## src/rtl/dac_mode_map.vh

```
// register map, field positions, write masks and reset values of the converter mode control bank
`ifndef DAC_MODE_MAP_VH
`define DAC_MODE_MAP_VH

// ****************************************************************
// register offsets
// ****************************************************************
`define PORT_AND_POWER_CONTROL 4'h0
`define FILTER_AND_MIXING_SETUP 4'h1
`define INPUT_FORMAT_SETUP 4'h2
`define PLL_PRESCALER_SETUP 4'h3
`define PLL_ENABLE_AND_PUMP 4'h4
`define INPHASE_FINE_GAIN 4'h5
`define INPHASE_COARSE_GAIN 4'h6
`define INPHASE_OFFSET_HIGH 4'h7
`define INPHASE_OFFSET_LOW_DIR 4'h8
`define QUAD_FINE_GAIN 4'h9
`define QUAD_COARSE_GAIN 4'ha
`define QUAD_OFFSET_HIGH 4'hb
`define QUAD_OFFSET_LOW_DIR 4'hc
`define SILICON_VERSION 4'hd

// ****************************************************************
// field positions
// ****************************************************************
`define BIDIR_BIT 7
`define LSB_FIRST_BIT 6
`define SOFT_RESET_BIT 5
`define SLEEP_BIT 4
`define POWER_DOWN_BIT 3
`define RES_MODE_BIT 2
`define PLL_LOCK_BIT 1
`define INSTR_READ_BIT 7
`define INSTR_COUNT_HI 6
`define INSTR_COUNT_LO 5

// ****************************************************************
// writable bits per location
// ****************************************************************
`define MASK_00 8'hdc
`define MASK_01 8'hfe
`define MASK_02 8'he8
`define MASK_03 8'h03
`define MASK_04 8'hc7
`define MASK_FINE 8'hff
`define MASK_COARSE 8'h0f
`define MASK_OFS_HIGH 8'hff
`define MASK_OFS_LOW 8'h83

// ****************************************************************
// reset values
// ****************************************************************
`define RESET_VALUE 8'h00

`endif

```

## src/rtl/dual_dac_mode_control.v

```verilog
// serial-port mode control register bank of a dual interpolating converter
// Function
// - location 00 bit 7 selects bidirectional data pin
// - bidirectional pin driven on read instructions
// - location 00 bit 6 selects lsb-first order
// - writing bit 5 restores default register values
// - reset bit reads zero; location 00 kept
// - bit 4 sleeps both output currents
// - bit 3 powers down whole device
// - bit 2 picks one or two resistors
// - bit 1 reads pll lock when enabled
// - location 01 bits 7:6 set interpolation
// - interpolation code 00 means factor one
// - location 01 bits 5:4 set modulation
// - location 01 bit 3 enables zero stuffing
// - location 01 bit 2 real/complex mixing
// - location 01 bit 1 rotation sign
// - location 02 bit 7 unsigned data coding
// - location 02 bit 6 one-port interleaved mode
// - location 02 bit 3 external data clock
// - location 04 bit 7 enables pll
// - location 04 bit 6 programmable charge pump
// - fine gain at 05 and 09
// - coarse gain bits 3:0 at 06, 0A
// - ten-bit offset split high/low locations
// - bit 7 of 08/0C steers offset current
`timescale 1ns/10ps
`include "dac_mode_map.vh"

module dual_dac_mode_control #(
    parameter [3:0] VERSION = 4'h1 // arbitrary version value
) (
    input wire clk_i,
    input wire rst_b_i,
    input wire ce_i,
    input wire sclk_i,
    input wire cs_b_i,
    input wire sdio_i,
    output reg sdio_o,
    output reg sdio_oe_o,
    output reg sdo_o,
    input wire pll_lock_i,
    output wire sleep_o,
    output wire power_down_o,
    output wire reference_resistor_mode_o,
    output wire [1:0] interp_rate_o,
    output wire [1:0] mod_mode_o,
    output wire zero_stuff_o,
    output wire real_mix_o,
    output wire mix_sign_pos_o,
    output wire unsigned_data_o,
    output wire one_port_o,
    output wire data_clock_pin_drive_o,
    output wire ext_data_clock_o,
    output wire [1:0] pll_prescaler_o,
    output wire pll_enable_o,
    output wire pump_program_o,
    output wire [2:0] pump_ctrl_o,
    output wire [7:0] inphase_fine_gain_o,
    output wire [3:0] inphase_coarse_gain_o,
    output wire [9:0] inphase_offset_o,
    output wire inphase_offset_pos_o,
    output wire [7:0] quad_fine_gain_o,
    output wire [3:0] quad_coarse_gain_o,
    output wire [9:0] quad_offset_o,
    output wire quad_offset_pos_o
);

    // ****************************************************************
    // serial engine states
    // ****************************************************************
    localparam [1:0] ST_INSTR = 2'd0;
    localparam [1:0] ST_DATA = 2'd1;
    localparam [1:0] ST_DONE = 2'd2;
    // first location with no storage behind it; reads from here up are decoded apart
    localparam [3:0] LAST_ADDR = `SILICON_VERSION;

    // ****************************************************************
    // pin synchronisers
    // ****************************************************************
    reg sclk_m_reg;
    reg sclk_s_reg;
    reg sclk_d_reg;
    reg cs_m_reg;
    reg cs_s_reg;
    reg sdio_m_reg;
    reg sdio_s_reg;
    reg lock_m_reg;
    reg lock_s_reg;
    wire sclk_rise;
    wire sclk_fall;

    // limitation: each phase of sclk_i must last three clk_i periods, or an edge
    // is missed and the frame slips by a bit; chip select high always recovers it
    // sclk idles low and chip select high after reset, so no false edge follows it
    // every serial pin and pll_lock_i cross two flops before any logic looks at them; rst_b_i and ce_i are used directly
    always @(posedge clk_i) begin
        if (!rst_b_i) begin
            sclk_m_reg <= 1'b0;
            sclk_s_reg <= 1'b0;
            sclk_d_reg <= 1'b0;
            cs_m_reg <= 1'b1;
            cs_s_reg <= 1'b1;
            sdio_m_reg <= 1'b0;
            sdio_s_reg <= 1'b0;
            lock_m_reg <= 1'b0;
            lock_s_reg <= 1'b0;
        end else if (ce_i) begin
            sclk_m_reg <= sclk_i;
            sclk_s_reg <= sclk_m_reg;
            sclk_d_reg <= sclk_s_reg;
            cs_m_reg <= cs_b_i;
            cs_s_reg <= cs_m_reg;
            sdio_m_reg <= sdio_i;
            sdio_s_reg <= sdio_m_reg;
            lock_m_reg <= pll_lock_i;
            lock_s_reg <= lock_m_reg;
        end
    end

    // the third flop only serves edge detection; nothing but the second reads the first
    // edges found on the resynchronised serial clock only
    assign sclk_rise = sclk_s_reg & ~sclk_d_reg;
    assign sclk_fall = ~sclk_s_reg & sclk_d_reg;

    // ****************************************************************
    // register storage
    // ****************************************************************
    reg [7:0] cfg_reg [0:12];
    reg [1:0] state_reg;
    reg [2:0] bit_cnt_reg;
    reg [7:0] shift_reg;
    reg [7:0] tx_reg;
    reg read_reg;
    reg [4:0] addr_reg;
    reg [1:0] left_reg;
    reg load_reg;
    reg wr_en;
    reg [7:0] wr_mask;
    reg [7:0] rd_data;
    wire lsb_first;
    wire bidir;
    wire [7:0] shift_next;
    wire [2:0] tx_idx;
    wire byte_end;
    wire soft_reset;
    integer i;

    // bit order is read from the stored location, so a change applies from the next byte
    assign lsb_first = cfg_reg[0][`LSB_FIRST_BIT];
    assign bidir = cfg_reg[0][`BIDIR_BIT];

    // incoming bit lands at either end of the shifter by bit order
    assign shift_next = lsb_first ? {sdio_s_reg, shift_reg[7:1]} : {shift_reg[6:0], sdio_s_reg};
    assign tx_idx = lsb_first ? bit_cnt_reg : 3'd7 - bit_cnt_reg;
    assign byte_end = sclk_rise && (bit_cnt_reg == 3'd7);
    // soft reset is decoded from the incoming byte, so it acts on the edge of the write
    assign soft_reset = wr_en && (addr_reg == {1'b0, `PORT_AND_POWER_CONTROL}) && shift_next[`SOFT_RESET_BIT];

    // writable bits of the addressed location; unmapped and read-only give zero
    // bits outside a mask read zero, except the lock bit of 00 and the version at 0d, so writing all ones maps the bank
    always @* begin
        wr_mask = 8'h00;
        case (addr_reg[3:0])
            `PORT_AND_POWER_CONTROL: wr_mask = `MASK_00; // reset bit never stored
            `FILTER_AND_MIXING_SETUP: wr_mask = `MASK_01;
            `INPUT_FORMAT_SETUP: wr_mask = `MASK_02;
            `PLL_PRESCALER_SETUP: wr_mask = `MASK_03;
            `PLL_ENABLE_AND_PUMP: wr_mask = `MASK_04;
            `INPHASE_FINE_GAIN, `QUAD_FINE_GAIN: wr_mask = `MASK_FINE;
            `INPHASE_COARSE_GAIN, `QUAD_COARSE_GAIN: wr_mask = `MASK_COARSE;
            `INPHASE_OFFSET_HIGH, `QUAD_OFFSET_HIGH: wr_mask = `MASK_OFS_HIGH;
            `INPHASE_OFFSET_LOW_DIR, `QUAD_OFFSET_LOW_DIR: wr_mask = `MASK_OFS_LOW;
            default: wr_mask = 8'h00; // version location ignores writes
        endcase
        if (addr_reg[4]) begin
            wr_mask = 8'h00;
        end
    end

    // read mux; lock shown only while the pll runs, reset bit always zero
    // unmapped locations 0e to 1f read as zero, so a host that scans the
    // space sees no ghost copies of real registers
    always @* begin
        rd_data = 8'h00;
        if (!addr_reg[4] && addr_reg[3:0] < LAST_ADDR) begin
            rd_data = cfg_reg[addr_reg[3:0]];
        end
        if (addr_reg == {1'b0, `PORT_AND_POWER_CONTROL}) begin
            rd_data[`SOFT_RESET_BIT] = 1'b0;
            rd_data[`PLL_LOCK_BIT] = lock_s_reg & cfg_reg[4][7];
        end
        if (addr_reg == {1'b0, `SILICON_VERSION}) begin
            rd_data = {4'h0, VERSION};
        end
    end

    // a data byte is written when its eighth bit is taken
    // read frames never write, although the shifter keeps filling
    always @* begin
        wr_en = byte_end && (state_reg == ST_DATA) && !read_reg;
    end

    // ****************************************************************
    // serial engine
    // ****************************************************************
    // instruction byte then one to four data bytes; address steps up each byte.
    // chip select high aborts the frame at once, so a stopped clock leaves no state
    // instruction layout: read flag, byte count minus one, five-bit address
    // a cut data byte never reaches a register, as writes need the eighth rise
    // the engine needs no timer: sclk_i edges alone pace every step
    always @(posedge clk_i) begin
        if (!rst_b_i) begin
            state_reg <= ST_INSTR;
            bit_cnt_reg <= 3'd0;
            shift_reg <= 8'h00;
            tx_reg <= 8'h00;
            read_reg <= 1'b0;
            addr_reg <= 5'd0;
            left_reg <= 2'd0;
            load_reg <= 1'b0;
            sdio_o <= 1'b0;
            sdio_oe_o <= 1'b0;
            sdo_o <= 1'b0;
        end else if (ce_i) begin
            if (cs_s_reg) begin
                state_reg <= ST_INSTR;
                bit_cnt_reg <= 3'd0;
                sdio_oe_o <= 1'b0;
            end else begin
                // bits after the counted bytes are ignored until chip select rises
                if (sclk_rise && state_reg != ST_DONE) begin
                    shift_reg <= shift_next;
                    bit_cnt_reg <= bit_cnt_reg + 3'd1;
                end
                case (state_reg)
                    ST_INSTR: begin
                        if (byte_end) begin
                            read_reg <= shift_next[`INSTR_READ_BIT];
                            left_reg <= shift_next[`INSTR_COUNT_HI:`INSTR_COUNT_LO];
                            addr_reg <= shift_next[4:0];
                            state_reg <= ST_DATA;
                            // pin turns round only in bidirectional mode
                            sdio_oe_o <= shift_next[`INSTR_READ_BIT] & bidir;
                        end
                    end
                    ST_DATA: begin
                        if (byte_end) begin
                            addr_reg <= addr_reg + 5'd1;
                            // bytes still to move; zero means this byte was the last
                            left_reg <= left_reg - 2'd1;
                            if (left_reg == 2'd0) begin
                                state_reg <= ST_DONE;
                                sdio_oe_o <= 1'b0;
                            end
                        end
                    end
                    ST_DONE: begin
                        sdio_oe_o <= 1'b0;
                    end
                    default: begin
                        state_reg <= ST_INSTR;
                    end
                endcase
            end
            // the address moves on the edge that ends a byte, so the outgoing
            // byte is fetched one clock later, well before its first falling edge
            load_reg <= byte_end;
            if (state_reg != ST_DATA || load_reg) begin
                tx_reg <= rd_data;
            end
            // read bits change on the falling edge, held through the rising one
            if (sclk_fall && state_reg == ST_DATA && read_reg && !cs_s_reg) begin
                sdio_o <= tx_reg[tx_idx];
                sdo_o <= tx_reg[tx_idx];
            end
        end
    end

    // ****************************************************************
    // register file
    // ****************************************************************
    // a soft reset clears every location but 00, which still takes the byte
    // soft reset and its write share one edge without conflict, as that write targets 00
    always @(posedge clk_i) begin
        if (!rst_b_i) begin
            for (i = 0; i < 13; i = i + 1) begin
                cfg_reg[i] <= `RESET_VALUE;
            end
        end else if (ce_i) begin
            if (soft_reset) begin
                for (i = 1; i < 13; i = i + 1) begin
                    cfg_reg[i] <= `RESET_VALUE;
                end
            end
            if (wr_en && wr_mask != 8'h00) begin
                cfg_reg[addr_reg[3:0]] <= shift_next & wr_mask;
            end
        end
    end

    // ****************************************************************
    // control outputs
    // ****************************************************************
    // every output comes straight from a storage flop, so none glitches mid-frame
    // location 00: port, power and reference
    assign sleep_o = cfg_reg[0][`SLEEP_BIT];
    assign power_down_o = cfg_reg[0][`POWER_DOWN_BIT];
    assign reference_resistor_mode_o = cfg_reg[0][`RES_MODE_BIT];

    // location 01: code 00 is straight through, no interpolation
    assign interp_rate_o = cfg_reg[1][7:6];
    assign mod_mode_o = cfg_reg[1][5:4];
    assign zero_stuff_o = cfg_reg[1][3];
    assign real_mix_o = cfg_reg[1][2];
    assign mix_sign_pos_o = cfg_reg[1][1];

    // location 02: input interface; bit 5 sets the data clock pin drive strength
    assign unsigned_data_o = cfg_reg[2][7];
    assign one_port_o = cfg_reg[2][6];
    assign data_clock_pin_drive_o = cfg_reg[2][5];
    assign ext_data_clock_o = cfg_reg[2][3];

    // locations 03 and 04: pll
    assign pll_prescaler_o = cfg_reg[3][1:0];
    assign pll_enable_o = cfg_reg[4][7];
    assign pump_program_o = cfg_reg[4][6];
    assign pump_ctrl_o = cfg_reg[4][2:0];

    // per-channel gain and offset
    assign inphase_fine_gain_o = cfg_reg[5];
    assign inphase_coarse_gain_o = cfg_reg[6][3:0];
    assign inphase_offset_o = {cfg_reg[7], cfg_reg[8][1:0]};
    assign inphase_offset_pos_o = cfg_reg[8][7];
    assign quad_fine_gain_o = cfg_reg[9];
    assign quad_coarse_gain_o = cfg_reg[10][3:0];
    assign quad_offset_o = {cfg_reg[11], cfg_reg[12][1:0]};
    assign quad_offset_pos_o = cfg_reg[12][7];

endmodule // dual_dac_mode_control

```

## config.mk

```make
export PLATFORM = sky130hd
export DESIGN_NAME = dual_dac_mode_control
export DESIGN_NICKNAME = d
export VERILOG_FILES = /design/src/rtl/dual_dac_mode_control.v
export VERILOG_INCLUDE_DIRS = /design/src /design/src/rtl
export SDC_FILE = /design/constraint.sdc
export NUM_CORES = 1
export LEC_CHECK = 0
export BUFFER_PORTS_ARGS = -buffer_cell sky130_fd_sc_hd__buf_2
export CORE_MARGIN = 2
export CORE_UTILIZATION = 41
export DETAILED_ROUTE_END_ITERATION = 6
export SYNTH_ARGS = -nofsm -noshare
export SYNTH_HDL_FRONTEND = slang
export SYNTH_SLANG_ARGS = --single-unit
```

## constraint.sdc

```tcl
create_clock -name clk_i -period 3 [get_ports clk_i]
set_input_delay 0.15 -clock clk_i [delete_from_list [all_inputs] [get_ports clk_i]]
set_output_delay 0.15 -clock clk_i [all_outputs]
set_load 0.01 [all_outputs]
```

[Yosys cells after proc, flatten, opt, wreduce, memory -nomap -nowiden]
Memories as Yosys holds them, arrays and structs flattened. A register that Yosys moved wholly into a read port is not among the register bits.
Cells that the tools add are included.
Word-level totals
  register bits after elaboration: 41
  bits in writable memories: 104
  ROM bits: 128
  input bits: 7
  output and inout bits: 70
  word-level logic and storage cells: 145
  memories kept: 2
Memory list
  (no name shown): words 16, width 8, rd ports 1, clocked after memory_dff 1, wr ports 0, RTL line dual_dac_mode_control.v:164  | case (addr_reg[3:0])
  cfg_reg: words 13, width 8, rd ports 14, clocked after memory_dff 1, wr ports 13, RTL line dual_dac_mode_control.v:129  | reg [7:0] cfg_reg [0:12];
Cells by class
  add/sub/neg operators: 4
  $lt $le $gt $ge: 2
  equality and inequality tests: 12
  muxes and demuxes: 55
  bitwise gates (word level): 20
  reductions and logical operators: 31
Operator list (number)
  $mux W8: 17
  $mux W4: 5
  $mux W1: 17
  $reduce_and A5 Y1: 3
  $mux W2: 6
  $or A1 B1 Y1: 12
  $logic_and A1 B1 Y1: 11
  $mux W5: 2
  $pmux W5 S2: 1
  $mux W3: 3
  $and A8 B8 Y8: 1
  $ne A2 B2 Y1 const B: 4
  $reduce_bool A8 Y1: 1
  $reduce_or A8 Y1: 1
  $ne A3 B3 Y1 const B: 2
  $pmux W2 S3: 1
  $reduce_and A2 Y1: 3
  $add A5 B1 Y5 const B: 1
  $eq A5 B4 Y1 const B: 1
  $logic_not A5 Y1: 1
  $and A1 B1 Y1: 4
  $logic_not A2 Y1: 2
  $lt A3 B4 Y1 const B: 1
  $lt A4 B4 Y1 const B: 1
  18 further kinds: 23

[Depth between registers and ports, before layout]
  depth in word-level cells: 12
  gate-level depth with buffers: 10
  gate-level depth less buffers: 9

[Worst setup path before layout]
No wires, ideal clock.
  path kind: register -> register
  start point: register bit_cnt_reg[0]
  end point: memory cfg_reg[13][0], enable pin
  library setup time: 0.395 ns
  arrival time: 2.355 ns
  required time: 2.605 ns
  path slack: 0.250 ns
  cell stages (with the launch flop): 6
  path buffers: 0
  period minus slack after synthesis: 2.750 ns
  cell sequence: dfxtp_1 ha_1 ha_1 nand4b_1 a2111o_1 nor4_1
RTL lines
  start, declared: RTL line dual_dac_mode_control.v:131  | reg [2:0] bit_cnt_reg;
  start signal, assigned: RTL line dual_dac_mode_control.v:234  | bit_cnt_reg <= bit_cnt_reg + 3'd1;
  end, declared: RTL line dual_dac_mode_control.v:129

==> impl_metrics.json <==
{
  "status": "finished clean",
  "firstDrtPassIters": 5,
  "p_seq_frac": 0.513,
  "diodes": 0,
  "start_kind": "register",
  "grt_use_met1": 0.271,
  "cts_buffers": 17,
  "grtUsageMet2": 0.351,
  "p_total_mw": 5.46,
  "required_ns": 3.12,
  "synth_cell_types": 60,
  "power_frac_clock": 0.444,
  "start_util": 0.420,
  "synthFlopType": "edfxtp_1",
  "first_iter_violations": 536,
  "synth-edff-count": 128,
  "dpl.hpwl_um": 16100,
  "power_frac_comb": 0.043,
  "cts-root-buf": "clkbuf_16",
  "crit_start": "bit_cnt_reg[2]$_SDFFE_PN0P_",
  "finalSetupTns_ns": 0,
  "p_int_mw": 4.14,
  "grt_overflow": 0,
  "finalCriticalPeriod_ns": 2.81,
  "crit_type": "reg2reg",
  "maxCapViolations": 0,
  "layout_commonest_cell": "nor2_1",
  "finalSetupViolCount": 0,
  "vias_per_cell": 5.61,
  "swShare": 0.242,
  "fp.coreArea_um2": 20300,
  "antenna_left": 0,
  "syn_to_final_growth_pct": 14.6,
  "fp.dieW_um": 148,
  "p_per_area_nw_per_um2": 559,
  "syn_inst": 695,
  "num_io_pins": 77,
  "slew_viol_final": 0,
  "drc": 0,
  "grt_max_degree": 33,
  "syn_nets": 719,
  "fin_skew_ns": 0.0149,
  "ys_ff_latch": 181,
  "syn_avg_cell_area_um2": 12.3,
  "layout_common_cells": "nor2_1 (139), edfxtp_1 (128), buf_2 (76), dfxtp_1 (52), mux4_2 (40)",
  "hold_violations": 0,
  "rsz0062_at_grt": "no",
  "period_share": 0.935,
  "power_leakage_nw": 3.37,
  "clock_path_buffers": 2,
  "hp-start": "ce_i",
  "largest_reg_flops": 128,
  "worstMarginPinSlew_ns": 0.907,
  "drt_wl_total_um": 22600,
  "placementRows": 52,
  "via_count": 5780,
  "power.switching_mw": 1.32,
  "yosysSeqAreaShare": 0.576,
  "grt_use_total": 0.211,
  "clk_latency_ns": 0.44,
  "antenna_found_initial": 0,
  "cp_max_fo": 9,
  "cts_tree": "yes",
  "grtUsageMet3": 0.0454,
  "crit_path_end_kind": "register",
  "post_drt_wl_per_cell_um": 22.0,
  "async_flop_share": 0,
  "fin_nets": 771,
  "clkTransAtPathRegs_ns": 0.08,
  "syn_area_um2": 8520,
  "drive_gt1_frac": 0.270,
  "worst_hold_path_type": "in2reg",
  "port_buffers": 76,
  "max_freq_ghz": 0.356,
  "worst_ep_arrival_time_ns": 2.92,
  "yosysWarnings": 0,
  "htreeDepth": 4,
  "gp_congestion": 0.921,
  "max-vdd-ir-drop_mv": 0.444,
  "top_usage_layer": "met2",
  "cts_sinks": 181,
  "die-height_um": 148,
  "reg2reg_from": "bit_cnt_reg[2]$_SDFFE_PN0P_",
  "die_area_um2": 21900,
  "grt_pass1_wl_um": 34400,
  "slew_headroom": 0.394,
  "grt_pass1_vias": 5704
}
## power groups by stage
stage	logic (mW)	registers, mW	clock network (mW)
5_1_grt	0.251	2.81	2.54
2_1_floorplan	0.143	2.84	0
3_3_place_gp	0.225	2.85	0
3_5_place_dp	0.229	2.86	0
6_report	0.234	2.80	2.42
4_1_cts	0.236	2.80	2.44
## per-layer routing
layer	share of wire	up-vias
met5	0	-
met4	0.024	0
met3	0.076	48
met2	0.50	248
met1	0.40	2890
li1	-	2594
## worst paths after layout
check        cells after the start                          end  slack, ns
max                              6  cfg_reg[9][3]$_SDFFCE_PN0P_       0.19
max reg2reg                      6  cfg_reg[9][3]$_SDFFCE_PN0P_       0.19
min reg2reg                      2     left_reg[1]$_SDFFE_PN0N_       0.45
min                              4        load_reg$_SDFFE_PN0P_       0.21
## area by class of cell
class,count,area (µm²)
fillers,1836,10500
multi-input cells,411,3120
clock inverters,15,231
flip-flops and latches,181,4910
inverters,33,124
well taps,270,338
repair buffers,103,611
clock buffers,17,425
## cell usage after synthesis (all sizes together) (8+ instances only)
cell      n  share of area
nand2b    8         0.0059
nor2    139          0.061
inv      32          0.014
ha       17          0.025
mux2i    19          0.022
dfxtp    53           0.12
or3b     10          0.010
edfxtp  128           0.45
nand3    18          0.018
mux4     40           0.11
buf      37          0.028
nor3     10         0.0078
o21ai    21          0.012
clkbuf   33          0.015
a211oi    8         0.0071
nand3b    8         0.0071
nand2    39          0.017
a21oi    18          0.011
## cells by family after synthesis
group	synth area share
xor gates and xnor gates	0.00206
adders and majority gates	0.0250
muxes	0.133
buffers and inverters	0.0576
DFF	0.576
and+or+nand+nor	0.150
AOI/OAI and AO/OA	0.0566
## critical path: stages (launching register included)
cell and delay [ns]:
dfxtp_1 0.49, ha_1 0.26, nand4b_1 0.14, a2111o_1 0.58, nor3b_4 0.42, nand3_2 0.22, nand2_1 0.35
## per-stage QoR
step / cell area (µm²) / hold slack (ns) / util / cells / setup slack [ns]
after floorplan: 8520 / 0.278 / - / 695 / 0.250
after global placement: 9040 / 0.368 / 0.445 / 992 / 0.322
after global routing: 9760 / 0.228 / 0.481 / 1030 / 0.0492
after CTS: 9760 / 0.191 / 0.481 / 1030 / 0.227
after detailed placement: 9040 / 0.383 / 0.445 / 992 / 0.252
final: 9760 / 0.208 / 0.481 / 1030 / 0.194
## timing repair
item,in CTS,in global routing
endpoints found under the hold margin,5,0
setup buffers,0,0
hold buffers,6,0
resized for setup,0,0
Note: power is estimated with default switching activity, not from simulation.
